### src/pkg/fault_response_map.vh
// constants for the fault response and retry block
`ifndef FAULT_RESPONSE_MAP_VH
`define FAULT_RESPONSE_MAP_VH
// response byte fields
`define RESP_CODE_HI 7
`define RESP_CODE_LO 6
`define RESP_RETRY_HI 5
`define RESP_RETRY_LO 3
`define RESP_DELAY_HI 2
`define RESP_DELAY_LO 0
// response codes
`define CODE_IGNORE 2'h0
`define CODE_DELAYED 2'h1
`define CODE_RETRY 2'h2
`define CODE_LATCH 2'h3
// retry field values
`define RETRY_NONE 3'h0
`define RETRY_ALWAYS 3'h7
// delay time unit in ns and its cycle count at 250 MHz
`define CLK_PERIOD_NS 4
`define UNIT_TIME_NS 1000000
`define UNIT_CYCLES (`UNIT_TIME_NS / `CLK_PERIOD_NS)
`define RESET_RESP 8'h00
`endif

### src/rtl/unit_tick.v
// divider producing the fault delay time unit tick
`timescale 1ns/1ns
`default_nettype none
module unit_tick #(
  parameter integer CYCLES = 250000
) (
  input wire ref_clk,
  input wire arst_n,
  input wire clr,
  output wire tick
);
  // cycle counter, restarted by clr so each delay starts aligned
  reg [31:0] cnt_ff;
  assign tick = (cnt_ff == CYCLES - 1);
  always @(posedge ref_clk or negedge arst_n) begin
    if (!arst_n) begin
      cnt_ff <= 32'h0;
    end else if (clr || tick) begin
      cnt_ff <= 32'h0;
    end else begin
      cnt_ff <= cnt_ff + 32'h1;
    end
  end
endmodule
`default_nettype wire

### src/rtl/fault_response_retry.v
// fault response policy: delay, disable and retry, or latch off
//
// What this block does
// - delayed code: run delay, then apply retry
// - code 10: disable at once, then retry
// - code 11: disable until a clearing event
// - status clear, clear-all or reset clears latch
// - off-then-on command or bias loss clears latch
// - retry 000: no restarts, stay disabled
// - restart spacing is delay count times unit
// - delay from bits 2:0 times fault unit
`timescale 1ns/1ns
`default_nettype none
`include "fault_response_map.vh"
module fault_response_retry #(
  parameter integer UNIT_CYCLES = `UNIT_CYCLES
) (
  input wire ref_clk,
  input wire arst_n,
  input wire [7:0] resp_byte,
  input wire fault_in,
  input wire status_bit_clear,
  input wire clear_faults_cmd,
  input wire reset_pin_n,
  input wire ctrl_pin,
  input wire operation_on,
  input wire bias_ok,
  output reg output_en_ff,
  output reg latched_ff,
  output reg [2:0] attempts_left_ff,
  output reg [1:0] state_out_ff
);
  // ---------------------------------------------------------------
  // synchronisers for pins from outside the clock domain
  // ---------------------------------------------------------------
  reg [4:0] s1_ff;
  reg [4:0] s2_ff;
  wire fault_s = s2_ff[0];
  wire rst_pin_s = s2_ff[1];
  wire ctrl_s = s2_ff[2];
  wire bias_s = s2_ff[3];
  wire op_s = s2_ff[4];
  // first stage read only by second stage
  always @(posedge ref_clk or negedge arst_n) begin
    if (!arst_n) begin
      s1_ff <= 5'h0a;
      s2_ff <= 5'h0a;
    end else begin
      s1_ff <= {operation_on, bias_ok, ctrl_pin, reset_pin_n, fault_in};
      s2_ff <= s1_ff;
    end
  end
  // ---------------------------------------------------------------
  // on/off command tracking
  // ---------------------------------------------------------------
  // output wanted only when both pin and command ask for it
  wire run_req = ctrl_s & op_s;
  reg run_req_ff;
  reg off_seen_ff;
  always @(posedge ref_clk or negedge arst_n) begin
    if (!arst_n) begin
      run_req_ff <= 1'b0;
      off_seen_ff <= 1'b0;
    end else begin
      run_req_ff <= run_req;
      if (!run_req) begin
        off_seen_ff <= 1'b1;
      end else if (run_req_ff) begin
        off_seen_ff <= 1'b0;
      end
    end
  end
  // an off phase followed by on counts as a cycle of the output
  wire cycled = off_seen_ff & run_req & ~run_req_ff;
  wire clear_evt = status_bit_clear | clear_faults_cmd | ~rst_pin_s;
  wire bias_lost = ~bias_s;
  // ---------------------------------------------------------------
  // response byte fields
  // ---------------------------------------------------------------
  wire [1:0] code = resp_byte[`RESP_CODE_HI:`RESP_CODE_LO];
  wire [2:0] retry = resp_byte[`RESP_RETRY_HI:`RESP_RETRY_LO];
  wire [2:0] delay = resp_byte[`RESP_DELAY_HI:`RESP_DELAY_LO];
  // ---------------------------------------------------------------
  // delay timer in units of the fault time unit
  // ---------------------------------------------------------------
  localparam [1:0] ST_RUN = 2'h0;
  localparam [1:0] ST_DELAY = 2'h1;
  localparam [1:0] ST_WAIT = 2'h2;
  localparam [1:0] ST_OFF = 2'h3;
  reg [1:0] state_ff;
  reg [1:0] nxt_state;
  reg [2:0] units_ff;
  reg [2:0] nxt_units;
  reg [2:0] nxt_attempts;
  reg nxt_latched;
  reg timer_clr;
  wire tick;
  // timer restarts with each new delay so spacing is exact in units
  unit_tick #(
    .CYCLES(UNIT_CYCLES)
  ) u_tick (
    .ref_clk(ref_clk),
    .arst_n(arst_n),
    .clr(timer_clr),
    .tick(tick)
  );
  // delay elapsed once delay-count unit ticks have been seen
  wire expired = (units_ff == delay) & (delay == 3'h0 | tick) |
                 (units_ff + 3'h1 == delay) & tick;
  // ---------------------------------------------------------------
  // policy state machine
  // ---------------------------------------------------------------
  // retries left after a disable, or latch when none
  task go_retry;
    begin
      if (retry == `RETRY_NONE) begin
        nxt_state = ST_OFF;
        nxt_latched = 1'b1;
      end else if (retry != `RETRY_ALWAYS && attempts_left_ff == 3'h0) begin
        nxt_state = ST_OFF;
        nxt_latched = 1'b1;
      end else begin
        nxt_state = ST_WAIT;
        timer_clr = 1'b1;
        nxt_units = 3'h0;
        if (retry != `RETRY_ALWAYS) begin
          nxt_attempts = attempts_left_ff - 3'h1;
        end
      end
    end
  endtask
  always @* begin
    nxt_state = state_ff;
    nxt_units = units_ff;
    nxt_attempts = attempts_left_ff;
    nxt_latched = latched_ff;
    timer_clr = 1'b0;
    if (tick && units_ff != 3'h7) begin
      nxt_units = units_ff + 3'h1;
    end
    case (state_ff)
      ST_RUN: begin
        nxt_attempts = retry;
        if (fault_s && run_req) begin
          case (code)
            `CODE_DELAYED: begin
              nxt_state = ST_DELAY;
              timer_clr = 1'b1;
              nxt_units = 3'h0;
            end
            `CODE_RETRY: begin
              go_retry;
            end
            `CODE_LATCH: begin
              nxt_state = ST_OFF;
              nxt_latched = 1'b1;
            end
            default: begin
              nxt_state = ST_RUN;
            end
          endcase
        end
      end
      ST_DELAY: begin
        // output stays on through the delay
        if (!fault_s) begin
          nxt_state = ST_RUN;
        end else if (expired) begin
          go_retry;
        end
      end
      ST_WAIT: begin
        // output off; restart attempt when spacing has elapsed
        if (expired) begin
          nxt_state = ST_RUN;
        end
      end
      ST_OFF: begin
        nxt_state = ST_OFF;
      end
      default: begin
        nxt_state = ST_RUN;
      end
    endcase
    // clearing events win over the fault for any off state
    // next state is tested, not the present one: a fault taken in the
    // same cycle as a clear would otherwise park the block off, unlatched
    if (clear_evt || cycled || bias_lost) begin
      nxt_latched = 1'b0;
      nxt_attempts = retry;
      if (nxt_state != ST_RUN && nxt_state != ST_DELAY) begin
        nxt_state = ST_RUN;
      end
    end
  end
  // state registers and registered outputs
  always @(posedge ref_clk or negedge arst_n) begin
    if (!arst_n) begin
      state_ff <= ST_RUN;
      units_ff <= 3'h0;
      attempts_left_ff <= 3'h0;
      latched_ff <= 1'b0;
      output_en_ff <= 1'b0;
      state_out_ff <= ST_RUN;
    end else begin
      state_ff <= nxt_state;
      units_ff <= nxt_units;
      attempts_left_ff <= nxt_attempts;
      latched_ff <= nxt_latched;
      state_out_ff <= nxt_state;
      // on only in run or delayed-action states and when commanded
      output_en_ff <= run_req & bias_s &
                      (nxt_state == ST_RUN || nxt_state == ST_DELAY);
    end
  end
endmodule
`default_nettype wire

### config.mk
export PLATFORM = sky130hd
export DESIGN_NAME = fault_response_retry
export DESIGN_NICKNAME = d
export VERILOG_FILES = /design/src/rtl/unit_tick.v /design/src/rtl/fault_response_retry.v
export VERILOG_INCLUDE_DIRS = /design/src /design/src/pkg
export SDC_FILE = /design/constraint.sdc
export NUM_CORES = 1
export LEC_CHECK = 0
export BUFFER_PORTS_ARGS = -buffer_cell sky130_fd_sc_hd__buf_2
export CORE_UTILIZATION = 40
export CTS_CLUSTER_SIZE = 16
export DETAILED_ROUTE_END_ITERATION = 8
export HOLD_SLACK_MARGIN = 0.02
export PLACE_DENSITY = 0.63
export SLEW_MARGIN = 10
export SYNTH_ARGS = -nofsm -noshare
export SYNTH_HDL_FRONTEND = slang
export SYNTH_SLANG_ARGS = --single-unit
### constraint.sdc
create_clock -name ref_clk -period 2.5 [get_ports ref_clk]
set_clock_uncertainty 0.1 [all_clocks]
set_input_delay 0.25 -clock ref_clk [delete_from_list [all_inputs] [get_ports ref_clk]]
set_output_delay 0.25 -clock ref_clk [all_outputs]
set_load 0.05 [all_outputs]
-- Yosys cells after proc, flatten, opt, wreduce, memory -nomap -nowiden
Index checks and enable logic that the tools add are counted.
- bits in registers: 54
- bits in latches: 0
- RAM bits: 0
- memory bits (read-only): 0
- input bits: 17
- memories kept: 0
- add/subtract/negate cells: 3
- multipliers: 0
- div/mod/pow operators: 0
- magnitude comparators: 0
- eq/ne operators: 21
- shift-type cells: 0
- muxes and demuxes: 48
- bitwise operators: 14
- reduce and logical (&&, ||, !) cells: 17
- operators with widths (operator ; number):
    $mux W3 ; 17
    $add A32 B1 Y32 const B ; 1
    $eq A32 B18 Y1 const B ; 1
    $mux W32 ; 1
    $ne A3 B3 Y1 const B ; 8
    $pmux W3 S2 ; 3
    $mux W1 ; 15
    $mux W2 ; 6
    $logic_not A3 Y1 ; 3
    $eq A2 B2 Y1 const B ; 4
    $pmux W1 S2 ; 4
    $pmux W2 S4 ; 1
    $and A1 B1 Y1 ; 7
    $eq A2 B1 Y1 const B ; 3
    $eq A3 B3 Y1 ; 2
    $pmux W2 S3 ; 1
    $reduce_and A6 Y1 ; 1
    $reduce_and A5 Y1 ; 1
    $logic_and A1 B1 Y1 ; 4
    $logic_not A2 Y1 ; 2
    $logic_or A1 B1 Y1 ; 4
    $ne A2 B1 Y1 const B ; 2
    $ne A4 B2 Y1 const B ; 1
    $or A1 B1 Y1 ; 4
    5 further kinds ; 7

-- Longest topological paths before layout
Gate-level depths: netlist (run 1).
- word-level depth: 14
- gate-level depth with buffers: 9

-- Cells and area by module
Synthesis (run 1) repeated with hierarchy kept, for this count alone.
- cells, all modules: 321
- area, all modules: 3021.6 um^2
- modules (own cells, without submodules) (module ; instances ; cells an instance ; area each (um^2) ; seq. area each (um^2)):
    unit_tick ; 1 ; 190 ; 1736.7 ; 800.8
    fault_response_retry ; 1 ; 131 ; 1285.0 ; 555.5

-- Least setup slack after synthesis (run 1)
Ideal clock, no wire load.
- path type: flip-flop to flip-flop
- from: register attempts_left_ff[0]
- to: register attempts_left_ff[2]
- arrival time: 2.308 ns
- data required time: 2.275 ns
- setup slack: -0.033 ns
- stages on the path, launching flop included: 8
- buffers on the path: 0
- clock period less this slack: 2.533 ns
- cells stage by stage: dfrtp_1 -> inv_1 -> ha_1 -> nor2b_1 -> or3_1 -> a2111oi_2 -> o22ai_1 -> mux2_2
- word-level cells in the longest chain between the ends: 8
- elaborated cells on any way between the ends: 17
- classes of those cells: 1 x add/sub; 1 x eq/ne; 12 x mux; 3 x reduce/logical
- ends and longest elaborated chain (element ; line ; RTL):
    from (decl) ; fault_response_retry.v:30 ; output reg [2:0] attempts_left_ff,
    from (signal assigned) ; fault_response_retry.v:208 ; attempts_left_ff <= nxt_attempts;
    $sub A3 B1 Y3 / $logic_not A3 Y1 (equally long branches) ; fault_response_retry.v:127, fault_response_retry.v:119 ;
    $mux W3 / $logic_and A1 B1 Y1 (equally long branches) ; fault_response_retry.v:126, fault_response_retry.v:119 ;
    $mux W3 ; fault_response_retry.v:119 ; end else if (retry != `RETRY_ALWAYS && attempts_left_ff == 3'h0) begin
    $mux W3 ; fault_response_retry.v:116 ; if (retry == `RETRY_NONE) begin
    $mux W3 (on tied branches) ; fault_response_retry.v:168, fault_response_retry.v:145 ;
    $mux W3 (on tied branches) ; fault_response_retry.v:166, fault_response_retry.v:144 ;
    $pmux W3 S2 ; fault_response_retry.v:141 ; case (state_ff)
    $mux W3 ; fault_response_retry.v:188 ; if (clear_evt || cycled || bias_lost) begin
Parallel ways exist; a longest one is shown, timed or not. The select of a mux whose other input is x is not followed.
A chain may end at the register's enable or synchronous reset.

-- Worst setup path after layout (run 1)
- from: register u_tick.cnt_ff[24]
- to: register u_tick.cnt_ff[26]
- word-level cells in the longest chain between the ends: 9
- elaborated cells on any way between the ends: 11
- classes of those cells: 1 x add/sub; 1 x eq/ne; 4 x mux; 4 x bitwise; 1 x reduce/logical
- ends and longest elaborated chain (element ; line ; RTL):
    from (decl) ; unit_tick.v:13 ; reg [31:0] cnt_ff;
    from (signal assigned) ; unit_tick.v:21 ; cnt_ff <= cnt_ff + 32'h1;
    $eq A32 B18 Y1 ; unit_tick.v:14 ; assign tick = (cnt_ff == CYCLES - 1);
    $or A1 B1 Y1 ; fault_response_retry.v:108 ; wire expired = (units_ff == delay) & (delay == 3'h0 | tick) |
    $and A1 B1 Y1 ; fault_response_retry.v:108 ;
    $or A1 B1 Y1 ; fault_response_retry.v:108 ;
    $mux W1 ; fault_response_retry.v:168 ; end else if (expired) begin
    $mux W1 ; fault_response_retry.v:166 ; if (!fault_s) begin
    $pmux W1 S2 ; fault_response_retry.v:141 ;
    $logic_or A1 B1 Y1 ; unit_tick.v:18 ; end else if (clr || tick) begin
    $mux W32 (*) ; unit_tick.v:18 ;
Mark *: on every way between the ends. The rest lies on a longest branch, timed or not.

==> results.json, run 1 <==
{
  "yosysSeqAreaShare_pct": 47.0,
  "power.switching_fraction_pct": 28.2,
  "globalRouteMet1Util_pct": 23.7,
  "maxCapViolations": 0,
  "final-instance-count-excl-fill": 469,
  "globalRoute.busiestLayer": "met2",
  "static-leakage-power_nw": 1.64,
  "failed_checks": "negative setup slack",
  "cts-root-to-sink-buffers": 2,
  "grtUsageMet2_pct": 29.8,
  "placed_area_um2": 3340,
  "clock_latency_ns": 0.31,
  "synthTopCellsByArea": "dfrtp_1 43%, nor2_1 7.0%, xnor2_1 6.4%",
  "relative_contribution_of_sequential_cells_to_total_power_pct": 49.5,
  "post_synth_instance_area_um2": 2890,
  "power_density_nw_per_um2": 535,
  "synth_nets": 328,
  "holdCritPathClass": "in -> reg",
  "path_max_fanout": 8,
  "synth_cells": 302,
  "synth.cells.most_frequent": "54 x nor2_1, 50 x dfrtp_1, 26 x nand2_1, 21 x xnor2_1, 15 x xor2_1",
  "dieHeight_um": 87.0,
  "vdd.ir_drop.worst_v": 0.000288,
  "clkSlewWorstSetupHoldPaths_ns": 0.09,
  "synthArstFlopShare_pct": 100,
  "synth_enable_flop_cells": 0,
  "finish.instance_area_um2": 3790,
  "crit_type": "reg -> reg",
  "synth_top_area_cell": "dfrtp_1",
  "grt_max_degree": 32,
  "die-area_um2": 7560,
  "finalWeightedCongestion": 0.871,
  "port_buffers": 23,
  "top_level_ports": 24,
  "detail_route.drc_violations": 0,
  "synth.lib_cells_used.distinct": 48,
  "grt_pass1_vias": 2361,
  "floorplan.rows": 30,
  "tritoncts.num_buffers": 5,
  "clock-root-buffer": "clkbuf_8",
  "floorplan.initialDensity_pct": 42.0,
  "drt-vias-per-instance": 5.26,
  "final_min_period_over_clock_period_pct": 101,
  "cell_internal_pwr_w": 0.00146,
  "dieWidth_um": 87.0,
  "diodes": 0,
  "place_inst": 448,
  "htreeDepth": 2,
  "drt-initial-drc-count": 149,
  "share_of_total_power_in_combinational_logic_pct": 22.5,
  "maxClockFrequency_ghz": 0.395,
  "grt_antenna_before_repair": 0,
  "fin_crit_ns": 2.53,
  "post-dp-hpwl_um": 4420,
  "yosys_warnings": 0,
  "post_route_cells_drive_above_1_share_pct": 29.5,
  "totalWireLength_um": 6300,
  "max_slew_margin_pct": 54.1,
  "critical_path.endpoint_type": "register",
  "layout-area-overhead-vs-synth_pct": 31.2,
  "status": "complete, but fails checks",
  "critical_path_arrival_ns": 2.63,
  "switchingPower_w": 0.000572,
  "grt_pass1_wl_um": 10600,
  "gr-usage-met3_pct": 3.41,
  "ant_nets": 0,
  "grt.total_usage_pct": 17.9,
  "grt_overflow": 0,
  "finalHoldViolations": 0,
  "design.final.nets": 398,
  "final_worst_path_setup_slack_ns": -0.0310,
  "synth_top_area_share_pct": 43.3,
  "postSynthAreaPerCell_um2": 9.56,
  "clock_sink_count": 54,
  "critPathLaunchType": "register",
  "wire_per_inst_um": 13.4,
  "cp.required_ns": 2.60,
  "final_setup_violation_count": 30,
  "synth_flop_cell": "dfrtp_1",
  "yosys_register_bits": 54,
  "timing.final.max_slew_violations": 0,
  "pwr-share-clk_pct": 28.1,
  "core_region_area_um2": 6870,
  "synth.most_common_cell": "nor2_1",
  "tritoncts_clock_tree": "done",
  "grt_setup_unrepaired": "true",
  "worst_pin_slew_ns": 0.689,
  "drt_pre_antenna_iters": 4,
  "routed-via-count": 2468
}
==> registers in the layout (all words and copies together), names as in the netlist <==
register,flops
u_tick.cnt_ff,32
s1_ff,5
units_ff,3
off_seen_ff,1
output_en_ff,1
state_ff,2
latched_ff,1
attempts_left_ff,3
run_req_ff,1
s2_ff,5
==> area by class of cell <==
| class | count | area (µm²) |
|---|---|---|
| clock buffers | 5 | 68.8 |
| clock inverters | 3 | 40.0 |
| multi-input cells | 230 | 1620 |
| flip-flops and latches | 54 | 1360 |
| well taps | 96 | 120 |
| inverters | 11 | 41.3 |
| repair buffers | 70 | 543 |
| fillers | 608 | 3080 |
==> metal layers <==
layer,up-vias,wire length [µm]
met2,86,2990
met5,-,0
li1,1198,-
met1,1175,2910
met3,9,337
met4,0,66
==> cell usage in the layout (no fill, tap or decap), drive strengths merged, types with 2 or more instances in the layout <==
cell type,instances
a21oi,11
mux2i,2
ha,9
xnor2,21
nand3,14
nor3,8
and4,4
dfstp,4
and2,2
nand2b,3
nor2b,3
o2111ai,2
nand4,7
and3,3
clkbuf,5
nand2,26
a211oi,3
or3,4
o22ai,4
nor4b,2
buf,64
clkinv,2
o21ai,6
dlygate4sd3,6
dfrtp,50
nor4,6
a31oi,3
nor2,54
xor2,15
inv,11
==> through the flow <==
stage	setup TNS, ns	utilization (%)	setup WS (ns)	hold slack (ns)	total power [W]
finish	-0.415	55.2	-0.0310	0.208	0.00203
global route	-3.70	55.2	-0.115	0.219	0.00215
CTS	-1.98	54.0	-0.0636	0.206	0.00198
detailed placement	-3.67	48.7	-0.118	0.233	0.00137
global placement	-2.49	48.7	-0.0978	0.235	0.00135
floorplan	0	-	0.00322	-0.146	0.00123
==> timing repair <==
action                     4_1_cts  5_1_grt
setup endpoints to repair       38       41
gates resized for setup         25       27
pin swaps                       10       15
setup buffers                    4        1
hold buffers                     6        0
cloned                           2        1
hold endpoints to repair        34        0
==> path summary, 6_finish.rpt <==
kind                                         from                   to  cells after the start  slack (ns)
worst max-delay path            u_tick.cnt_ff[24]    u_tick.cnt_ff[26]                      8       -0.03
worst min-delay path                 resp_byte[4]  attempts_left_ff[1]                      3        0.21
worst max register to register  u_tick.cnt_ff[24]    u_tick.cnt_ff[26]                      8       -0.03
worst min register to register           s1_ff[4]             s2_ff[4]                      0        0.25
max in group asynchronous                  arst_n             s1_ff[1]                      3        1.18
min in group asynchronous                  arst_n     u_tick.cnt_ff[4]                      2        0.41
==> worst max-delay path, stage by stage, from the launching register on <==
cell and delay (ns):
dfrtp_1 0.40, nor4_2 0.33, nand2_1 0.11, or4b_4 0.56, a211o_4 0.35, o31ai_4 0.22
buf_6 0.17, buf_12 0.13, nor2_1 0.05
==> logic make-up after synthesis <==
| family | share of synthesized area [%] |
|---|---|
| AOI/OAI and AO/OA | 10.4 |
| xor gates and xnor gates | 10.9 |
| adders and majority gates | 3.90 |
| buffers and inverters | 3.16 |
| DFF | 47.0 |
| muxes | 1.08 |
| and+or+nand+nor | 23.5 |
==> power groups by stage <==
stage,Sequential [W],Clock [W],Combinational [W]
2_1_floorplan,0.00103,0,0.000196
3_3_place_gp,0.00101,0,0.000340
3_5_place_dp,0.00102,0,0.000353
4_1_cts,0.00100,0.000585,0.000390
5_1_grt,0.00101,0.000627,0.000504
6_report,0.00100,0.000570,0.000455
Power figures use the tool's default switching activity.
==> run 2: changes to the inputs <==
--- a/config.mk
+++ b/config.mk
@@ -9,3 +9,3 @@
 export BUFFER_PORTS_ARGS = -buffer_cell sky130_fd_sc_hd__buf_2
-export CORE_UTILIZATION = 40
+export CORE_UTILIZATION = 54
 export CTS_CLUSTER_SIZE = 16
@@ -13,3 +13,4 @@
 export HOLD_SLACK_MARGIN = 0.02
-export PLACE_DENSITY = 0.63
+export MAX_ROUTING_LAYER = met4
+export PLACE_DENSITY = 0.8
 export SLEW_MARGIN = 10
==> constraint.sdc (replaced) <==
create_clock -name ref_clk -period 2.5 [get_ports ref_clk]
set_clock_uncertainty 0.1 [all_clocks]
set_input_delay 0.5 -clock ref_clk [delete_from_list [all_inputs] [get_ports ref_clk]]
set_output_delay 0.5 -clock ref_clk [all_outputs]
set_load 0.05 [all_outputs]
==> run 2 against run 1 <==
Against the previous run:
- utilization grew 15 points
- cell area down 5.3%
- hold slack worse by 0.030 ns
- first-iteration DRC count is 36% lower
- critical endpoint is now u_tick.cnt_ff[30]
- highest routed layer unchanged
- the flow still finishes with violations (negative setup slack)
==> results.json, run 2 (synthesis gave the netlist of run 1 again) <==
{
  "top_level_ports": 24,
  "grtUsageMet2_pct": 41.0,
  "diodes": 0,
  "globalRoute.busiestLayer": "met2",
  "wire_per_inst_um": 15.0,
  "core_region_area_um2": 5140,
  "post-dp-hpwl_um": 4290,
  "path_max_fanout": 8,
  "largest-register": "u_tick.cnt_ff",
  "clock-root-buffer": "clkbuf_8",
  "post_route_cells_drive_above_1_share_pct": 25.8,
  "detail_route.drc_violations": 0,
  "drt-vias-per-instance": 5.59,
  "crit_slowest_cell": "or4b_4",
  "cp.required_ns": 2.61,
  "grt_pass1_vias": 2275,
  "critical_path.endpoint_type": "register",
  "finalWeightedCongestion": 0.946,
  "drt_pre_antenna_iters": 4,
  "totalWireLength_um": 6570,
  "place_inst": 420,
  "final_setup_violation_count": 38,
  "final_worst_path_setup_slack_ns": -0.117,
  "maxCapViolations": 0,
  "critPathLaunchType": "register",
  "ant_nets": 0,
  "clkSlewWorstSetupHoldPaths_ns": 0.10,
  "final_min_period_over_clock_period_pct": 105,
  "fin_crit_ns": 2.62,
  "clock_latency_ns": 0.31,
  "worst_pin_slew_ns": 0.490,
  "holdCritPathClass": "in -> reg",
  "final-instance-count-excl-fill": 438,
  "clock_sink_count": 54,
  "post-layout-total-power_w": 0.00189,
  "timing.final.max_slew_violations": 0,
  "dieHeight_um": 75.1,
  "grt_pass1_wl_um": 9930,
  "design.final.nets": 393,
  "cts-root-to-sink-buffers": 2,
  "crit_type": "reg -> reg",
  "routed-via-count": 2448,
  "worst_hold_slack_ns": 0.178,
  "critical_path_arrival_ns": 2.72,
  "largest_register_ffs": 32,
  "max_slew_margin_pct": 67.3,
  "tritoncts_clock_tree": "done",
  "grt_antenna_before_repair": 0,
  "globalRouteMet1Util_pct": 29.2,
  "tritoncts.num_buffers": 5,
  "largest_registers": "u_tick.cnt_ff (32), s1_ff (5), s2_ff (5)",
  "vdd.ir_drop.worst_v": 0.000295,
  "htreeDepth": 2,
  "max_stage_delay_ns": 0.56,
  "finalHoldViolations": 0,
  "grt_setup_unrepaired": "true",
  "floorplan.rows": 26,
  "layout.cells.most_common_list": "49 x dfrtp_1, 48 x nor2_1, 36 x buf_4",
  "grt_overflow": 0,
  "port_buffers": 23,
  "status": "complete, but fails checks",
  "critical-path-top-delay-family": "simple AND/OR/NAND/NOR gates",
  "grt.total_usage_pct": 24.5,
  "dieWidth_um": 75.1,
  "power_density_nw_per_um2": 527,
  "grt_max_degree": 25,
  "critPathBufInv": 2,
  "drt-initial-drc-count": 95,
  "gr-usage-met3_pct": 5.35,
  "failed_checks": "negative setup slack",
  "layout-area-overhead-vs-synth_pct": 24.3,
  "floorplan.initialDensity_pct": 56.2,
  "static-leakage-power_nw": 1.62,
  "die-area_um2": 5640,
  "maxClockFrequency_ghz": 0.382,
  "layout_commonest_cell": "dfrtp_1",
  "path_cells": "nor4_2, nand4_1, or4b_4, a211o_4, o31ai_4, buf_4, buf_8, nor2_1"
}
[run 2: cell type report]
| cell class | count | area, µm² |
|---|---|---|
| Tap cell | 70 | 87.6 |
| Clock inverter | 3 | 25.0 |
| Inverter | 11 | 41.3 |
| Clock buffer | 5 | 68.8 |
| Sequential cell | 54 | 1360 |
| Fill cell | 417 | 1550 |
| Timing Repair Buffer | 65 | 482 |
| Multi-Input combinational cell | 230 | 1530 |
[run 2: final timing paths]
kind	startpoint	end	slack [ns]	cells after the start
min in group asynchronous	arst_n	u_tick.cnt_ff[16]	0.53	2
worst min register to register	s1_ff[4]	s2_ff[4]	0.26	0
worst max register to register	u_tick.cnt_ff[22]	u_tick.cnt_ff[30]	-0.12	8
worst min-delay path	bias_ok	s1_ff[3]	0.18	1
worst max-delay path	u_tick.cnt_ff[22]	u_tick.cnt_ff[30]	-0.12	8
max in group asynchronous	arst_n	s1_ff[3]	1.07	3
[run 2: worst reg2reg max path: stages (launching register included)]
cell,delay [ns]
dfrtp_1,0.41
nor4_2,0.36
nand4_1,0.13
or4b_4,0.56
a211o_4,0.38
o31ai_4,0.23
buf_4,0.18
buf_8,0.13
nor2_1,0.05
[run 2: stage by stage]
step / setup TNS [ns] / setup slack (ns) / cell area (µm²) / util (%)
2_1_floorplan: 0 / 0.00322 / 2890 / -
3_3_place_gp: -1.37 / -0.0473 / 3290 / 64.1
3_5_place_dp: -1.94 / -0.0636 / 3290 / 64.1
4_1_cts: -0.449 / -0.0290 / 3460 / 67.3
5_1_grt: -7.86 / -0.225 / 3590 / 69.8
6_report: -3.76 / -0.117 / 3590 / 69.8
[run 2: metal layers]
| metal | routed length, µm | vias up |
|---|---|---|
| met5 | 0 | - |
| met4 | 138 | 0 |
| met3 | 300 | 16 |
| met2 | 3320 | 77 |
| met1 | 2800 | 1168 |
| li1 | - | 1187 |
[run 2: repair_timing]
| item | CTS | global route |
|---|---|---|
| gates cloned | 1 | 2 |
| hold buffers | 1 | 0 |
| pin swaps | 0 | 9 |
| gates resized for setup | 4 | 22 |
| setup buffers | 2 | 5 |
| hold endpoints to repair | 16 | 0 |
| endpoints found under the setup margin | 38 | 41 |
[run 2: report_power, final]
group | switching [W] | internal (W) | leakage [nW] | total (W)
combinational | 0.000214 | 0.000170 | 0.879 | 0.000384
sequential | 0.0000668 | 0.000946 | 0.699 | 0.00101
clock | 0.000291 | 0.000202 | 0.0447 | 0.000493
total | 0.000572 | 0.00132 | 1.62 | 0.00189
